**config.mk**
```make
export PLATFORM = sky130hd
export DESIGN_NAME = vsc_slave
export DESIGN_NICKNAME = d
export VERILOG_FILES = /design/src/vsc_pkg.sv /design/src/vsc_cfg_rom.sv /design/src/vsc_slave.sv
export VERILOG_INCLUDE_DIRS = /design/src
export SDC_FILE = /design/constraint.sdc
export NUM_CORES = 1
export LEC_CHECK = 0
export BUFFER_PORTS_ARGS = -buffer_cell sky130_fd_sc_hd__buf_2
export CORE_ASPECT_RATIO = 1.5
export CORE_MARGIN = 3
export CORE_UTILIZATION = 53
export DETAILED_ROUTE_END_ITERATION = 16
export PLACE_DENSITY_LB_ADDON = 0.05
export SLEW_MARGIN = 20
export SYNTH_ARGS = -nofsm -noshare
export SYNTH_HDL_FRONTEND = slang
export SYNTH_HIERARCHICAL = 1
export SYNTH_SLANG_ARGS = --single-unit
```
**constraint.sdc**
```tcl
create_clock -name clock -period 21 [get_ports clock]
set_input_delay 4.2 -clock clock [delete_from_list [all_inputs] [get_ports clock]]
set_output_delay 4.2 -clock clock [all_outputs]
set_load 0.02 [all_outputs]
```
**src/vsc_defs.svh**
```systemverilog
// Constants for the VME configuration-space slave: codes, offsets, timing.
`ifndef VSC_DEFS_SVH
`define VSC_DEFS_SVH

// Address modifier codes answered by the slave.
`define VSC_AM_CSR 6'h2F
`define VSC_AM_SGL 6'h09
`define VSC_AM_BLT 6'h0B

// Configuration space regions (19-bit byte offsets).
`define VSC_CR_END 19'h0_0FFF
`define VSC_UCSR_LO 19'h7_FBE0
`define VSC_UCSR_HI 19'h7_FBFF
`define VSC_BAR 19'h7_FFFF
`define VSC_BSET 19'h7_FFFB
`define VSC_BCLR 19'h7_FFF7
`define VSC_ADER_LO 19'h7_FF63

// User register offsets inside the user window (low five bits).
`define VSC_U_MODID 5'h00
`define VSC_U_PULSE 5'h04
`define VSC_U_ADRCTL 5'h08
`define VSC_U_STAT 5'h0C
`define VSC_U_VMEID 5'h10

// Normal A32 window offsets (27-bit byte offsets).
`define VSC_N_MODID 27'h000_0000
`define VSC_N_PULSE 27'h000_0008
`define VSC_N_ADRCTL 27'h000_0010
`define VSC_N_STAT 27'h000_0014
`define VSC_N_VMEID 27'h000_0020
`define VSC_N_MEM 27'h000_0200

// Configuration ROM byte offsets and fixed values.
`define VSC_ROM_CKS 12'h003
`define VSC_ROM_LEN 12'h007
`define VSC_ROM_CRW 12'h013
`define VSC_ROM_CSRW 12'h017
`define VSC_ROM_SPC 12'h01B
`define VSC_ROM_TAG1 12'h01F
`define VSC_ROM_TAG2 12'h023
`define VSC_ROM_MAKER 12'h027
`define VSC_ROM_BOARD 12'h033
`define VSC_ROM_REV 12'h043
`define VSC_WIDTH_CODE 8'h84
`define VSC_SPACE_CODE 8'h02
`define VSC_TAG1_VAL 8'h43
`define VSC_TAG2_VAL 8'h53

// Field positions, lane masks and reset values.
`define VSC_ADRCTL_OVR 5
`define VSC_FLAG_RESET 7
`define VSC_PULSE_MASK 10'h27F
`define VSC_LANE_D32 32'hFFFF_FFFF
`define VSC_LANE_D16 32'h0000_FFFF
`define VSC_LANE_D08 32'h0000_00FF
`define VSC_ZERO32 32'h0000_0000

// Reset pulse width in ns and its cycle count at the clock rate.
`define VSC_PULSE_NS 200
`define VSC_CLK_MHZ 100
`define VSC_PULSE_CYC ((`VSC_PULSE_NS * `VSC_CLK_MHZ + 999) / 1000)

`endif

```
**src/vsc_pkg.sv**
```systemverilog
// Types shared by the configuration-space slave modules.
package vsc_pkg;

    // Bus cycle handler states.
    typedef enum logic [1:0] {
        ST_IDLE,
        ST_ACK,
        ST_SKIP,
        ST_BLKWAIT
    } vsc_state_t;

    // Decoded target of one bus beat.
    typedef enum logic [3:0] {
        TG_NONE,
        TG_ZERO,
        TG_ROM,
        TG_BAR,
        TG_BSET,
        TG_BCLR,
        TG_ADER,
        TG_MODID,
        TG_PULSE,
        TG_ADRCTL,
        TG_STAT,
        TG_VMEID,
        TG_MEM
    } vsc_tgt_t;

    // Bus pins sampled as one request.
    typedef struct packed {
        logic [31:0] addr;
        logic [5:0] am;
        logic wr;
        logic [31:0] lanes;
    } vsc_req_t;

endpackage

```
**src/vsc_cfg_rom.sv**
```systemverilog
// Configuration ROM: one byte per fourth address, unlisted bytes read zero.
`timescale 1ns/10ps
`include "vsc_defs.svh"
module vsc_cfg_rom #(
    parameter logic [7:0] CHECKSUM = 8'h00,
    parameter logic [23:0] ROM_LENGTH = 24'h00_0080,
    parameter logic [23:0] MAKER_ID = 24'h00_0000, // Arbitrary value.
    parameter logic [31:0] BOARD_IDENTIFIER = 32'h0000_0001, // Arbitrary value.
    parameter logic [31:0] REVISION = 32'h0000_0001 // Arbitrary value.
) (
    input wire logic [11:0] romAddr,
    output logic [7:0] romByte
);

    // Byte position within a multi-byte field, most significant first.
    logic [11:0] slotAddr;
    assign slotAddr = {romAddr[11:2], 2'b11};

    // -----------------------------------------------------------------
    // Table lookup
    // -----------------------------------------------------------------
    // Fixed table; anything not listed returns zero.
    always_comb
    begin
        case (slotAddr)
            `VSC_ROM_CKS: romByte = CHECKSUM;
            `VSC_ROM_LEN: romByte = ROM_LENGTH[23:16];
            `VSC_ROM_LEN + 12'h004: romByte = ROM_LENGTH[15:8];
            `VSC_ROM_LEN + 12'h008: romByte = ROM_LENGTH[7:0];
            `VSC_ROM_CRW: romByte = `VSC_WIDTH_CODE;
            `VSC_ROM_CSRW: romByte = `VSC_WIDTH_CODE;
            `VSC_ROM_SPC: romByte = `VSC_SPACE_CODE;
            `VSC_ROM_TAG1: romByte = `VSC_TAG1_VAL;
            `VSC_ROM_TAG2: romByte = `VSC_TAG2_VAL;
            `VSC_ROM_MAKER: romByte = MAKER_ID[23:16];
            `VSC_ROM_MAKER + 12'h004: romByte = MAKER_ID[15:8];
            `VSC_ROM_MAKER + 12'h008: romByte = MAKER_ID[7:0];
            `VSC_ROM_BOARD: romByte = BOARD_IDENTIFIER[31:24];
            `VSC_ROM_BOARD + 12'h004: romByte = BOARD_IDENTIFIER[23:16];
            `VSC_ROM_BOARD + 12'h008: romByte = BOARD_IDENTIFIER[15:8];
            `VSC_ROM_BOARD + 12'h00C: romByte = BOARD_IDENTIFIER[7:0];
            `VSC_ROM_REV: romByte = REVISION[31:24];
            `VSC_ROM_REV + 12'h004: romByte = REVISION[23:16];
            `VSC_ROM_REV + 12'h008: romByte = REVISION[15:8];
            `VSC_ROM_REV + 12'h00C: romByte = REVISION[7:0];
            default: romByte = 8'h00;
        endcase
    end

endmodule

```
**src/vsc_slave.sv**
```systemverilog
// VME slave with configuration space, user registers and a mapped memory.
//
// What this block does
// Every mapped register except the pulse register can be read back.
// Status read-only; control returns last written value.
// Pulse register always reads zero.
// Control and status reads are coherent snapshots.
// Software reads status before touching changing registers.
// Any access inside the space gets acknowledged.
// All registers reset to zero.
// Memory is directly mapped into bus space.
// Answer only modifiers 2F, 09 and 0B.
// Block transfers reach only the mapped memory.
// 512 kbyte configuration space via modifier 2F.
// Configuration space split into ROM and CSR areas.
// Configuration space accepts byte, half and word widths.
// Reset pulses come from always-present logic.
// Configuration space holds load, address and version registers.
// User registers mirrored in normal space under their own offsets.
// ROM read-only; unlisted ROM bytes read zero.
// ROM bytes sit at every fourth address.
// ROM reports width code 84 twice.
// ROM holds checksum, length, maker, board, revision.
// A32 window is 27 bits, top from geography unless the override bit is set.
// Writes to read-only places acknowledged and dropped.
`timescale 1ns/10ps
`include "vsc_defs.svh"
module vsc_slave #(
    parameter logic [31:0] MODULE_ID = 32'h0000_0001, // Arbitrary value.
    parameter logic [31:0] FW_REV = 32'h0000_0001, // Arbitrary value.
    parameter int MEM_WORDS = 8,
    parameter int PULSE_CYC = `VSC_PULSE_CYC
) (
    input wire logic clock,
    input wire logic rst_n,
    input wire logic ce,
    input wire logic [31:1] vmeAddr,
    input wire logic [5:0] vmeAm,
    input wire logic asN,
    input wire logic ds0N,
    input wire logic ds1N,
    input wire logic lwordN,
    input wire logic writeN,
    input wire logic [4:0] gaN,
    input wire logic [31:0] dataIn,
    output logic [31:0] dataOut,
    output logic dataOe,
    output logic dtackOut,
    output logic dtackOe,
    input wire logic [31:0] statusIn,
    output logic [31:0] addrCtl,
    output logic [9:0] ctlPulse,
    output logic [7:0] csrFlags
);

    // -----------------------------------------------------------------
    // Constants and parameter checks
    // -----------------------------------------------------------------
    localparam int MEM_AW = (MEM_WORDS > 1) ? $clog2(MEM_WORDS) : 1;
    localparam logic [26:0] MEM_BYTES = 27'(MEM_WORDS * 4);
    localparam logic [18:0] UCSR_LO = `VSC_UCSR_LO;
    localparam logic [18:0] BAR_OFF = `VSC_BAR;
    localparam logic [18:0] BSET_OFF = `VSC_BSET;
    localparam logic [18:0] BCLR_OFF = `VSC_BCLR;
    localparam logic [18:0] ADER_OFF = `VSC_ADER_LO;

    // Refuse a memory size or pulse length the logic cannot serve.
    generate
        if (MEM_WORDS < 2 || MEM_WORDS > 64 ||
            (MEM_WORDS & (MEM_WORDS - 1)) != 0)
        begin : g_bad_mem
            $error("MEM_WORDS must be a power of two from 2 to 64.");
        end
        if (PULSE_CYC < 1 || PULSE_CYC > 255)
        begin : g_bad_pulse
            $error("PULSE_CYC must lie between 1 and 255.");
        end
    endgenerate

    // -----------------------------------------------------------------
    // State
    // -----------------------------------------------------------------
    vsc_pkg::vsc_state_t stateR; // Bus cycle handler state.
    vsc_pkg::vsc_state_t stateNxt; // Next handler state.
    logic [31:0] blkAddrR; // Next beat address of a block transfer.
    logic [31:0] dataOutR; // Read data held for the master.
    logic readR; // Current beat is a read.
    logic [7:0] barR; // Base address byte.
    logic [7:0] csrFlagsR; // Flags set and cleared by bit registers.
    logic [31:0] aderR; // Address/data compare word.
    logic [31:0] adrCtlR; // Addressing control word.
    logic [9:0] pulseR; // Active reset pulses.
    logic [7:0] pulseCntR; // Cycles left on the reset pulses.
    logic [31:0] memR [MEM_WORDS]; // Directly mapped memory.

    // -----------------------------------------------------------------
    // Request sampling and decode
    // -----------------------------------------------------------------
    vsc_pkg::vsc_req_t req; // Current beat as one bundle.
    vsc_pkg::vsc_tgt_t tgt; // Decoded target.
    logic [4:0] slot; // Slot number from the geography pins.
    logic [4:0] base5; // Top five bits of the A32 window.
    logic [18:0] cfgOff; // Offset inside configuration space.
    logic [26:0] nrmOff; // Offset inside the A32 window.
    logic [26:0] memOff; // Offset inside the memory block.
    logic [MEM_AW-1:0] memIdx; // Word index into the memory.
    logic take; // A beat is taken this cycle.
    logic wrStb; // The taken beat writes.
    logic [31:0] rdVal; // Value answered to a read.
    logic [7:0] romByte; // Byte from the configuration ROM.
    logic [7:0] aderByte; // Selected compare byte.
    logic [31:0] wrVal; // Write data with only the used lanes.

    // Build the request from the pins or the block address counter.
    always_comb
    begin
        req.addr = (stateR == vsc_pkg::ST_BLKWAIT) ?
            blkAddrR : {vmeAddr, 1'b0};
        req.am = vmeAm;
        req.wr = !writeN;
        if (!lwordN)
            req.lanes = `VSC_LANE_D32;
        else if (!ds0N && !ds1N)
            req.lanes = `VSC_LANE_D16;
        else
            req.lanes = `VSC_LANE_D08;
    end

    // Window base: geography unless the override bit is set.
    assign slot = ~gaN;
    assign base5 = adrCtlR[`VSC_ADRCTL_OVR] ? adrCtlR[4:0] : slot;
    assign cfgOff = req.addr[18:0];
    assign nrmOff = req.addr[26:0];
    assign memOff = nrmOff - `VSC_N_MEM;
    assign memIdx = memOff[MEM_AW+1:2];
    assign wrVal = dataIn & req.lanes;

    // Target decode; a hit inside the space is never left unanswered.
    always_comb
    begin
        tgt = vsc_pkg::TG_NONE;
        if (req.am == `VSC_AM_CSR && req.addr[23:19] == slot)
        begin
            tgt = vsc_pkg::TG_ZERO;
            if (cfgOff <= `VSC_CR_END)
                tgt = vsc_pkg::TG_ROM;
            else if (cfgOff >= `VSC_UCSR_LO && cfgOff <= `VSC_UCSR_HI)
            begin
                case (cfgOff[4:0] & 5'h1C)
                    `VSC_U_MODID: tgt = vsc_pkg::TG_MODID;
                    `VSC_U_PULSE: tgt = vsc_pkg::TG_PULSE;
                    `VSC_U_ADRCTL: tgt = vsc_pkg::TG_ADRCTL;
                    `VSC_U_STAT: tgt = vsc_pkg::TG_STAT;
                    `VSC_U_VMEID: tgt = vsc_pkg::TG_VMEID;
                    default: tgt = vsc_pkg::TG_ZERO;
                endcase
            end
            else if (cfgOff[18:2] == BAR_OFF[18:2])
                tgt = vsc_pkg::TG_BAR;
            else if (cfgOff[18:2] == BSET_OFF[18:2])
                tgt = vsc_pkg::TG_BSET;
            else if (cfgOff[18:2] == BCLR_OFF[18:2])
                tgt = vsc_pkg::TG_BCLR;
            else if (cfgOff[18:4] == ADER_OFF[18:4])
                tgt = vsc_pkg::TG_ADER;
        end
        else if ((req.am == `VSC_AM_SGL || req.am == `VSC_AM_BLT) &&
            req.addr[31:27] == base5)
        begin
            tgt = vsc_pkg::TG_ZERO;
            if (memOff < MEM_BYTES)
                tgt = vsc_pkg::TG_MEM;
            else if (req.am == `VSC_AM_BLT)
                tgt = vsc_pkg::TG_ZERO;
            else
            begin
                case (nrmOff)
                    `VSC_N_MODID: tgt = vsc_pkg::TG_MODID;
                    `VSC_N_PULSE: tgt = vsc_pkg::TG_PULSE;
                    `VSC_N_ADRCTL: tgt = vsc_pkg::TG_ADRCTL;
                    `VSC_N_STAT: tgt = vsc_pkg::TG_STAT;
                    `VSC_N_VMEID: tgt = vsc_pkg::TG_VMEID;
                    default: tgt = vsc_pkg::TG_ZERO;
                endcase
            end
        end
    end

    // A beat starts on a data strobe while the address strobe is low.
    assign take = ce && !asN && (!ds0N || !ds1N) &&
        (stateR == vsc_pkg::ST_IDLE || stateR == vsc_pkg::ST_BLKWAIT);
    assign wrStb = take && req.wr && tgt != vsc_pkg::TG_NONE;

    // Configuration ROM lookup.
    vsc_cfg_rom u_rom (
        .romAddr(cfgOff[11:0]),
        .romByte(romByte)
    );

    // Compare word byte, first address holds the top byte.
    assign aderByte = aderR[{~cfgOff[3:2], 3'b000} +: 8];

    // -----------------------------------------------------------------
    // Read multiplexer
    // -----------------------------------------------------------------
    // Chooses the answer; pulse and unlisted places read zero.
    always_comb
    begin
        case (tgt)
            vsc_pkg::TG_ROM: rdVal = {24'h00_0000, romByte};
            vsc_pkg::TG_BAR: rdVal = {24'h00_0000, barR};
            vsc_pkg::TG_BSET: rdVal = {24'h00_0000, csrFlagsR};
            vsc_pkg::TG_BCLR: rdVal = {24'h00_0000, csrFlagsR};
            vsc_pkg::TG_ADER: rdVal = {24'h00_0000, aderByte};
            vsc_pkg::TG_MODID: rdVal = MODULE_ID;
            vsc_pkg::TG_PULSE: rdVal = `VSC_ZERO32;
            vsc_pkg::TG_ADRCTL: rdVal = adrCtlR;
            vsc_pkg::TG_STAT: rdVal = statusIn;
            vsc_pkg::TG_VMEID: rdVal = FW_REV;
            vsc_pkg::TG_MEM: rdVal = memR[memIdx];
            default: rdVal = `VSC_ZERO32;
        endcase
    end

    // -----------------------------------------------------------------
    // Bus cycle handler
    // -----------------------------------------------------------------
    // Next state: acknowledge hits, stay silent on misses until released.
    always_comb
    begin
        stateNxt = stateR;
        unique case (stateR)
            vsc_pkg::ST_IDLE, vsc_pkg::ST_BLKWAIT:
            begin
                if (ce && asN)
                    stateNxt = vsc_pkg::ST_IDLE;
                else if (take)
                    stateNxt = (tgt != vsc_pkg::TG_NONE) ?
                        vsc_pkg::ST_ACK : vsc_pkg::ST_SKIP;
            end
            vsc_pkg::ST_ACK:
            begin
                if (ce && asN)
                    stateNxt = vsc_pkg::ST_IDLE;
                else if (ce && ds0N && ds1N)
                    stateNxt = (vmeAm == `VSC_AM_BLT) ?
                        vsc_pkg::ST_BLKWAIT : vsc_pkg::ST_IDLE;
            end
            vsc_pkg::ST_SKIP:
            begin
                if (ce && asN)
                    stateNxt = vsc_pkg::ST_IDLE;
            end
        endcase
    end

    // Handler state register.
    always_ff @(posedge clock)
    begin
        if (!rst_n)
            stateR <= vsc_pkg::ST_IDLE;
        else if (ce)
            stateR <= stateNxt;
    end

    // Block transfer address advances one word per beat.
    always_ff @(posedge clock)
    begin
        if (!rst_n)
            blkAddrR <= `VSC_ZERO32;
        else if (take)
            blkAddrR <= req.addr + 32'h0000_0004;
    end

    // Read data is caught once when the beat is taken, so it stays
    // steady while the master samples it.
    always_ff @(posedge clock)
    begin
        if (!rst_n)
        begin
            dataOutR <= `VSC_ZERO32;
            readR <= 1'b0;
        end
        else if (take)
        begin
            dataOutR <= rdVal & req.lanes;
            readR <= !req.wr;
        end
    end

    // -----------------------------------------------------------------
    // Configuration registers
    // -----------------------------------------------------------------
    // Base address byte and compare word, both read/write.
    always_ff @(posedge clock)
    begin
        if (!rst_n)
        begin
            barR <= 8'h00;
            aderR <= `VSC_ZERO32;
        end
        else if (wrStb && tgt == vsc_pkg::TG_BAR)
            barR <= wrVal[7:0];
        else if (wrStb && tgt == vsc_pkg::TG_ADER)
            aderR[{~cfgOff[3:2], 3'b000} +: 8] <= wrVal[7:0];
    end

    // Flags: writing ones through the set place sets, through the
    // clear place clears.
    always_ff @(posedge clock)
    begin
        if (!rst_n)
            csrFlagsR <= 8'h00;
        else if (wrStb && tgt == vsc_pkg::TG_BSET)
            csrFlagsR <= csrFlagsR | wrVal[7:0];
        else if (wrStb && tgt == vsc_pkg::TG_BCLR)
            csrFlagsR <= csrFlagsR & ~wrVal[7:0];
    end

    // Addressing control keeps the last value written.
    always_ff @(posedge clock)
    begin
        if (!rst_n)
            adrCtlR <= `VSC_ZERO32;
        else if (wrStb && tgt == vsc_pkg::TG_ADRCTL)
            adrCtlR <= (adrCtlR & ~req.lanes) | wrVal;
    end

    // -----------------------------------------------------------------
    // Reset pulses
    // -----------------------------------------------------------------
    // A one written to a pulse bit other than 7 and 8, or the reset flag being set, fires
    // a fixed-length pulse; this logic needs no loaded gate array.
    always_ff @(posedge clock)
    begin
        if (!rst_n)
        begin
            pulseR <= 10'h000;
            pulseCntR <= 8'h00;
        end
        else if (ce)
        begin
            if (wrStb && tgt == vsc_pkg::TG_PULSE &&
                (wrVal[9:0] & `VSC_PULSE_MASK) != 10'h000)
            begin
                pulseR <= pulseR | (wrVal[9:0] & `VSC_PULSE_MASK);
                pulseCntR <= 8'(PULSE_CYC - 1);
            end
            else if (wrStb && tgt == vsc_pkg::TG_BSET &&
                wrVal[`VSC_FLAG_RESET])
            begin
                pulseR <= pulseR | 10'h001;
                pulseCntR <= 8'(PULSE_CYC - 1);
            end
            else if (pulseCntR != 8'h00)
                pulseCntR <= pulseCntR - 8'h01;
            else
                pulseR <= 10'h000;
        end
    end

    // -----------------------------------------------------------------
    // Mapped memory
    // -----------------------------------------------------------------
    // Word memory written with lane masking, cleared by reset.
    always_ff @(posedge clock)
    begin
        if (!rst_n)
        begin
            for (int i = 0; i < MEM_WORDS; i++)
                memR[i] <= `VSC_ZERO32;
        end
        else if (wrStb && tgt == vsc_pkg::TG_MEM)
            memR[memIdx] <= (memR[memIdx] & ~req.lanes) | wrVal;
    end

    // -----------------------------------------------------------------
    // Outputs
    // -----------------------------------------------------------------
    // Acknowledge is driven low only while a beat is answered.
    assign dtackOut = 1'b0;
    assign dtackOe = (stateR == vsc_pkg::ST_ACK);
    assign dataOe = (stateR == vsc_pkg::ST_ACK) && readR;
    assign dataOut = dataOutR;
    assign addrCtl = adrCtlR;
    assign ctlPulse = pulseR;
    assign csrFlags = csrFlagsR;

endmodule

```
=== After elaboration in Yosys (flattened, before gate mapping) ===
Memory sizes are Yosys's and may differ from the RTL's.
Cells that the tools add are included.

* Memories kept: 1
* Bits of input ports: 114
* Logic and storage cells: 172
* Bits in writable memories: 256
* Output and inout port bits: 85
* Register bits after elaboration: 165

{| class="wikitable"
|+ Memory list
! memory !! depth !! bits a word !! read ports !! clocked after Yosys merged registers in !! write ports !! RTL line !! text
|-
| memR || 8 || 32 || 1 || 0 || 8 || vsc_slave.sv:94 || <nowiki>logic [31:0] memR [MEM_WORDS];</nowiki>
|}

* Add/subtract/negate cells: 4
* Multiplexer cells: 42
* Reduce and logical (&&, ||, !) cells: 48
* Equality and inequality tests: 45
* Shift operators: 3
* Order comparisons: 4
* Bitwise operators: 14

{| class="wikitable"
|+ Operators with widths
! kind !! count
|-
| $pmux 32 s8 || 1
|-
| $and 32x32->32 || 4
|-
| $mux 32 || 3
|-
| $or 32x32->32 || 2
|-
| $eq 27x5->1 const B || 2
|-
| $eq 17x17->1 const B || 3
|-
| $pmux 8 s6 || 1
|-
| $eq 10x3->1 const B || 4
|-
| $mux 8 || 5
|-
| $pmux 4 s5 || 2
|-
| $add 32x3->32 const B || 1
|-
| $bwmux 32 || 1
|-
| $not 32->32 || 1
|-
| $reduce_or 32->1 || 1
|-
| $shift 8x7->32 const A || 1
|-
| $shiftx 32x6->8 || 1
|-
| $shiftx 8x7->32 || 1
|-
| $mux 10 || 3
|-
| $eq 27x4->1 const B || 1
|-
| $eq 27x6->1 const B || 1
|-
| $logic_not 27->1 || 1
|-
| $lt 27x6->1 const B || 1
|-
| $sub 27x10->27 const B || 1
|-
| $mux 4 || 6
|-
| 50 further kinds || 112
|}

=== Logic depth before layout (Yosys ltp) ===
Gate-level depths: netlist (run 1).

* Word-level depth: 18
* Depth in mapped cells: 26
* Mapped depth without buffers: 16

=== By module ===
Netlist (run 1), hierarchy kept.

{| class="wikitable"
|+ Modules (own cells, without submodules)
! module !! sequential area each (um^2) !! cells each !! area each (um^2) !! instances
|-
| vsc_slave || 10950.5 || 2405 || 21312.9 || 1
|-
| vsc_cfg_rom || 0.0 || 22 || 141.4 || 1
|}

=== Worst setup path after synthesis (run 1) ===
No wires, ideal clock.

* Path type: input to register
* Start: in vmeAddr[3] (netlist bit)
* End: mem memR[0][0] (enable)
* Path buffers: 5
* Cell stages on the path: 18
* Setup time: 389 ps
* Required time: 20611 ps
* Slack: 11403 ps
* Data arrival time: 9208 ps
* Path through: mux2i_1 > inv_1 > clkbuf_1 > clkbuf_1 > buf_1 > ha_1 > inv_1 > a221oi_1 > a21oi_1 > a2111o_1 > a21oi_1 > nor2_1 > a311oi_1 > o21ai_1 > or4_1 > clkbuf_1 > buf_2 > nand2_1

{| class="wikitable"
|+ RTL lines
! what !! RTL line !! text
|-
| start, declared || vsc_slave.sv:37 || <nowiki>input wire logic [31:1] vmeAddr,</nowiki>
|-
| end, declared || vsc_slave.sv:94 ||
|}

==> run_results.csv, run 1 <==
group,metric,value,unit
status,status,"completed",
routing,routed_wl,75.6,mm
sta,hold_viol,0,
placed_design,io_buffers,195,
clock_tree,cts.clk_slew.worst_paths,60,ps
placed_design,pre_cts_ws,10610,ps
global_routing,antenna_found_initial,1,
final_layout,synthToLayoutAreaGrowth,12.8,%
run,drv_cap,0,
clock_tree,cts_setup_buffers,0,
setup_path,critPathCaptureType,"flop",
placed_design,placed_cells,2998,
global_routing,grt_max_degree,73,
routing,top_layer_used,"met4",
power,powerDensity,81.0,mW/mm²
clock_tree,htreeDepth,2,
setup_path,path_class,"in2reg",
clock_tree,cts_buffer_depth,3,
power,leakagePower,8.97,nW
global_routing,grt_pass1_vias,18473,
sta,fin_setup_tns,0,ps
setup_path,r2r_slack,13960,ps
sta,clock.fmax,0.102,GHz
final_layout,final_nets,2670,
placed_design,dp_hpwl,52.6,mm
synthesis,synth_area_per_cell,8.84,µm²
global_routing,overflow,0,
clock_tree,root_buffer,"clkbuf_16",
synthesis,synth_area,0.0214,mm²
clock_tree,cts_made_buffers,42,
placed_design,routabilityCongestion,0.991,
clock_tree,tritoncts,"built",
routing,met1_length,27.4,mm
routing,via_per_inst,6.32,
routing,met2_wirelength,38.2,mm
floorplan,ios,199,
synthesis,synth_cells,2426,
setup_path,start_kind,"input pin",
sta,period_needed,9780,ps
global_routing,gr-usage-all-layers,34.1,%
sta,tightest_slew,1070,ps
final_layout,final_cells,3077,
power,finalPower,0.00196,W
routing,wl_met3,5.31,mm
clock_tree,clkLatencyLatePin,560,ps
floorplan,initial_utilization,54.1,%
floorplan,coreArea,0.0396,mm²
setup_path,critical_path.top_delay_family,"compound AO/OA/AOI/OAI gates",
final_layout,drive_gt1_share,13.9,%
setup_path,cp_slowest_cell,"or4_2",
sta,fin_hold_ws,451,ps
setup_path,crit_buf_inv,4,
clock_tree,cts.sinks,419,
routing,drt_iter0_markers,1844,
floorplan,rows,89,
setup_path,cp_slowest_stage_delay,1050,ps
floorplan,die_x,170,µm
clock_tree,cts_resized,0,
final_layout,fillers,3473,
sta,grt_setup_unrepaired,"no",
sta,drv_slew,0,
floorplan,die_height,252,µm
global_routing,grt_pass1_wl,111,mm
routing,num_vias,19441,
clock_tree,hold_buffers,0,
setup_path,path_cells,"buf_2, mux2i_4, inv_4, ha_1, inv_1, a221oi_1, a21oi_1, a2111o_1, a21oi_1, nor2_1, a311oi_1, o21ai_1, or4_2, nand2_1, buf_4",
routing,wl_per_cell,24.6,µm
hold_path,hold_path_class,"reg2reg",
power,vdd_drop_max,0.0750,mV
routing,drc_errors,0,
routing,drt-pass1-iter-count,8,
sta,fin_skew,19.0,ps
setup_path,crit_arrival,9990,ps
sta,setup_ws,11220,ps
setup_path,crit_fanout,61,
sta,relSlewSlack,28.2,%
synthesis,yosys_warnings,6,
setup_path,required,21210,ps
sta,finalSetupViolations,0,
setup_path,cpMostUsedCell,"a21oi_1",
routing,ant_nets,0,
sta,finalCritPeriodShare,46.6,%
floorplan,dieArea,0.0430,mm²
[worst register-to-register path, delay by kind of cell (launching register included)]
kind / cells / cell delay [ps]
AOI/OAI and AO/OA: 6 / 2550
adders and majority gates: 2 / 950
buffers and inverters: 3 / 1040
DFF: 1 / 430
muxes: 1 / 170
and+or+nand+nor: 3 / 1550
[registers in the layout, summed over array words and instances, names as in the netlist]
signal	flops
stateR	2
pulseCntR	8
aderR	32
barR	8
addrCtl	32
dataOut	32
ctlPulse	8
blkAddrR	32
csrFlags	8
readR	1
memR	256
[cell usage in the layout (no fill, tap or decap), types with 6 or more instances in the layout]
cell type and instances:
dfxtp_1 163, a31oi_1 40, edfxtp_1 256, o21ai_0 79, a21oi_1 180, buf_4 39
clkinv_2 6, nor2_1 389, ha_1 13, a22o_1 27, clkbuf_1 8, mux2i_1 42
nand2_1 444, clkinv_1 7, a311oi_1 27, or3_1 9, nand2b_1 17, a21o_1 10
clkbuf_8 6, and3_1 47, or4_1 8, o211ai_1 7, clkbuf_16 43, a211oi_1 44
buf_2 195, nor3_2 6, xor2_1 8, mux2_2 6, nor3_1 55, o21ai_1 22
inv_1 29, a32oi_1 9, nor2b_1 9, nand3b_1 13, nand3_1 120, nand4_1 22
and2_1 14, xnor2_1 17
[area by class of cell]
| cell class | instances | area [µm²] | share of cell area (%) |
|---|---|---|---|
| repair buffers | 234 | 1270 | 5.25 |
| diodes | 1 | 2.50 | 0.0103 |
| well taps | 500 | 626 | 2.59 |
| flip-flops and latches | 419 | 11000 | 45.3 |
| clock buffers | 57 | 1190 | 4.91 |
| inverters | 35 | 136 | 0.564 |
| multi-input cells | 1810 | 9760 | 40.3 |
| clock inverters | 21 | 256 | 1.06 |
[power by group]
part / internal [W] / switching (W)
Clock: 0.000461 / 0.000331
Sequential: 0.000899 / 0.0000197
Combinational: 0.0000724 / 0.000175
Total: 0.00143 / 0.000525
[through the flow]
stage	cell area, µm²	utilization (%)
after global routing	24200	61.0
after detailed placement	22700	57.3
after CTS	24200	61.0
after floorplan	21500	-
after global placement	22700	57.3
final	24200	61.0
[worst paths after layout]
path,startpoint,to,depth (start not counted)
min reg2reg,barR[3],barR[3],2
min,barR[3],barR[3],2
max,vmeAddr[3],memR[1][12],15
max reg2reg,stateR[0],memR[1][12],15
[per-layer routing]
| metal | vias up | global-route usage, % |
|---|---|---|
| li1 | 8918 | - |
| met1 | 9328 | 39.4 |
| met2 | 963 | 60.7 |
| met3 | 232 | 4.96 |
| met4 | 0 | 18.3 |
| met5 | - | 0 |
(Power assumes the default switching activity.)
==> run 2, diff against run 1 <==
Clock period 21 ns to 8 ns, I/O delays scaled along.
==> run 2 against run 1 <==
  * Sequential share of layout area barely moved
  * Final area about the same
  * Largest cell class unchanged
  * Largest power group unchanged
  * Clock skew is 1.1 ps lower
  * Critical endpoint is now memR[1][13]
  * Global-route usage fell by 0.12 points
  * Core utilization about the same
  * Die area stayed put
  * Count of clock-buffer cells in the layout is 4 higher
  * Flip-flop and latch count did not move
  * Wire length down 0.42%
  * Highest routed layer unchanged
==> run_results.csv, run 2 (synthesis gave the netlist of run 1 again) <==
group,metric,value,unit
setup_path,cp_slowest_stage_delay,630,ps
placed_design,routabilityCongestion,1.03,
floorplan,coreArea,0.0396,mm²
sta,relSlewSlack,25.5,%
placed_design,dp_hpwl,51.5,mm
routing,routed_wl,75.3,mm
global_routing,gr-usage-all-layers,34.0,%
routing,ant_nets,0,
clock_tree,hold_buffers,0,
clock_tree,cts_buffer_depth,3,
sta,tightest_slew,1110,ps
sta,setup_ws,1380,ps
clock_tree,clkLatencyLatePin,570,ps
placed_design,pre_cts_ws,927,ps
setup_path,start_kind,"input pin",
setup_path,r2r_slack,1400,ps
sta,period_needed,6620,ps
run,drv_cap,0,
power,vdd_drop_max,0.207,mV
power,leakagePower,8.96,nW
setup_path,r2r_cells,16,
power,powerDensity,213,mW/mm²
final_layout,drive_gt1_share,13.8,%
setup_path,critical_path.top_delay_family,"compound AO/OA/AOI/OAI gates",
global_routing,overflow,0,
final_layout,synthToLayoutAreaGrowth,12.8,%
routing,via_per_inst,6.29,
routing,drt_iter0_markers,1883,
setup_path,cp_slowest_cell,"a221oi_1",
routing,drc_errors,0,
clock_tree,root_buffer,"clkbuf_16",
setup_path,crit_arrival,6810,ps
floorplan,rows,89,
final_layout,final_common_cell,"nand2_1",
sta,fin_setup_tns,0,ps
final_layout,largest_reg_flops,256,
setup_path,crit_start,"vmeAddr[3]",
setup_path,endpoint,"memR[1][13]",
global_routing,grt_max_degree,93,
setup_path,required,8190,ps
setup_path,critPathCaptureType,"flop",
setup_path,crit_buf_inv,5,
floorplan,ios,199,
clock_tree,cts.clk_slew.worst_paths,60,ps
clock_tree,cts_setup_buffers,0,
sta,finalCritPeriodShare,82.7,%
routing,wl_per_cell,24.5,µm
floorplan,die_height,252,µm
clock_tree,cts_made_buffers,42,
floorplan,dieArea,0.0430,mm²
final_layout,fillers,3552,
sta,hold_viol,0,
clock_tree,tritoncts,"built",
routing,drt-pass1-iter-count,6,
sta,fin_skew,17.9,ps
floorplan,die_x,170,µm
setup_path,path_class,"in2reg",
final_layout,regMostFlops,"memR",
status,status,"completed",
placed_design,io_buffers,195,
hold_path,hold_path_class,"reg2reg",
global_routing,grt_pass1_wl,111,mm
global_routing,antenna_found_initial,4,
setup_path,crit_fanout,68,
sta,finalSetupViolations,0,
global_routing,grt_pass1_vias,18525,
routing,num_vias,19363,
setup_path,path_cells,"buf_2, mux2i_4, inv_4, ha_1, inv_1, a221oi_1, a21oi_1, a2111o_1, a21oi_1, nor2_1, a311oi_1, o21ai_1, or4_1, buf_4, nand2_1, buf_4",
setup_path,r2r_start,"stateR[1]",
setup_path,r2r_end,"memR[1][13]",
floorplan,initial_utilization,54.1,%
clock_tree,cts.sinks,419,
sta,drv_slew,0,
final_layout,layout_common_cells,"444 x nand2_1, 389 x nor2_1, 256 x edfxtp_1",
sta,clock.fmax,0.151,GHz
clock_tree,htreeDepth,2,
sta,grt_setup_unrepaired,"no",
setup_path,path_depth,16,
final_layout,final_nets,2666,
clock_tree,cts_resized,0,
## run 2: cell types whose count changed in the layout (fill, tap and decap cells not counted), sizes merged
| cell | change |
|---|---|
| buf | -4 |
| clkinv | -4 |
| diode | +5 |
| clkbuf | +4 |
| bufinv | -1 |
## run 2: tightest hold or removal path, delay by kind of cell (launching register included)
family	cells	cell delay [ps]
flip-flops	1	310
AND/OR/NAND/NOR	1	50
AO/OA/AOI/OAI	1	50
## run 2: through the flow
step	area (µm²)	utilization (%)	total power, W	std cells	hold WS (ps)
6_report	24200	61.0	0.00516	3077	459
5_1_grt	24200	61.0	0.00532	3076	486
4_1_cts	24200	61.0	0.00517	3071	457
3_5_place_dp	22700	57.2	0.00308	2994	449
3_3_place_gp	22700	57.2	0.00308	2994	441
2_1_floorplan	21500	-	0.00286	2429	427
## run 2: worst min path at each step
stage / startpoint / slack [ps] / depth (start not counted) / endpoint
floorplan: barR[3] / 430 / 2 / barR[3]
global placement: blkAddrR[26] / 440 / 2 / blkAddrR[26]
detailed placement: barR[5] / 450 / 2 / barR[5]
CTS: barR[5] / 460 / 2 / barR[5]
global route: blkAddrR[26] / 490 / 2 / blkAddrR[26]
finish: barR[7] / 460 / 2 / barR[7]
## run 2: layout make-up
type / count / area (µm²) / share of cell area [%]
antenna: 6 / 15.0 / 0.0621
inverter: 35 / 136 / 0.564
clock inverter: 16 / 210 / 0.869
tap: 500 / 626 / 2.59
sequential: 419 / 11000 / 45.3
multi-input combinational: 1810 / 9750 / 40.3
clock buffer: 61 / 1270 / 5.24
timing repair buffer: 230 / 1240 / 5.12
## run 2: power by group
group	switching [W]	internal, W
clock network	0.000876	0.00124
registers	0.0000496	0.00236
logic	0.000451	0.000188
total	0.00138	0.00379
## run 2: per-layer routing
metal	GRT usage [%]	vias to the layer above	share of wire [%]
met2	59.2	921	50
met1	40.2	9301	36
met4	19.6	0	6.4
met3	4.38	234	7.3
met5	0	-	0
li1	-	8907	-
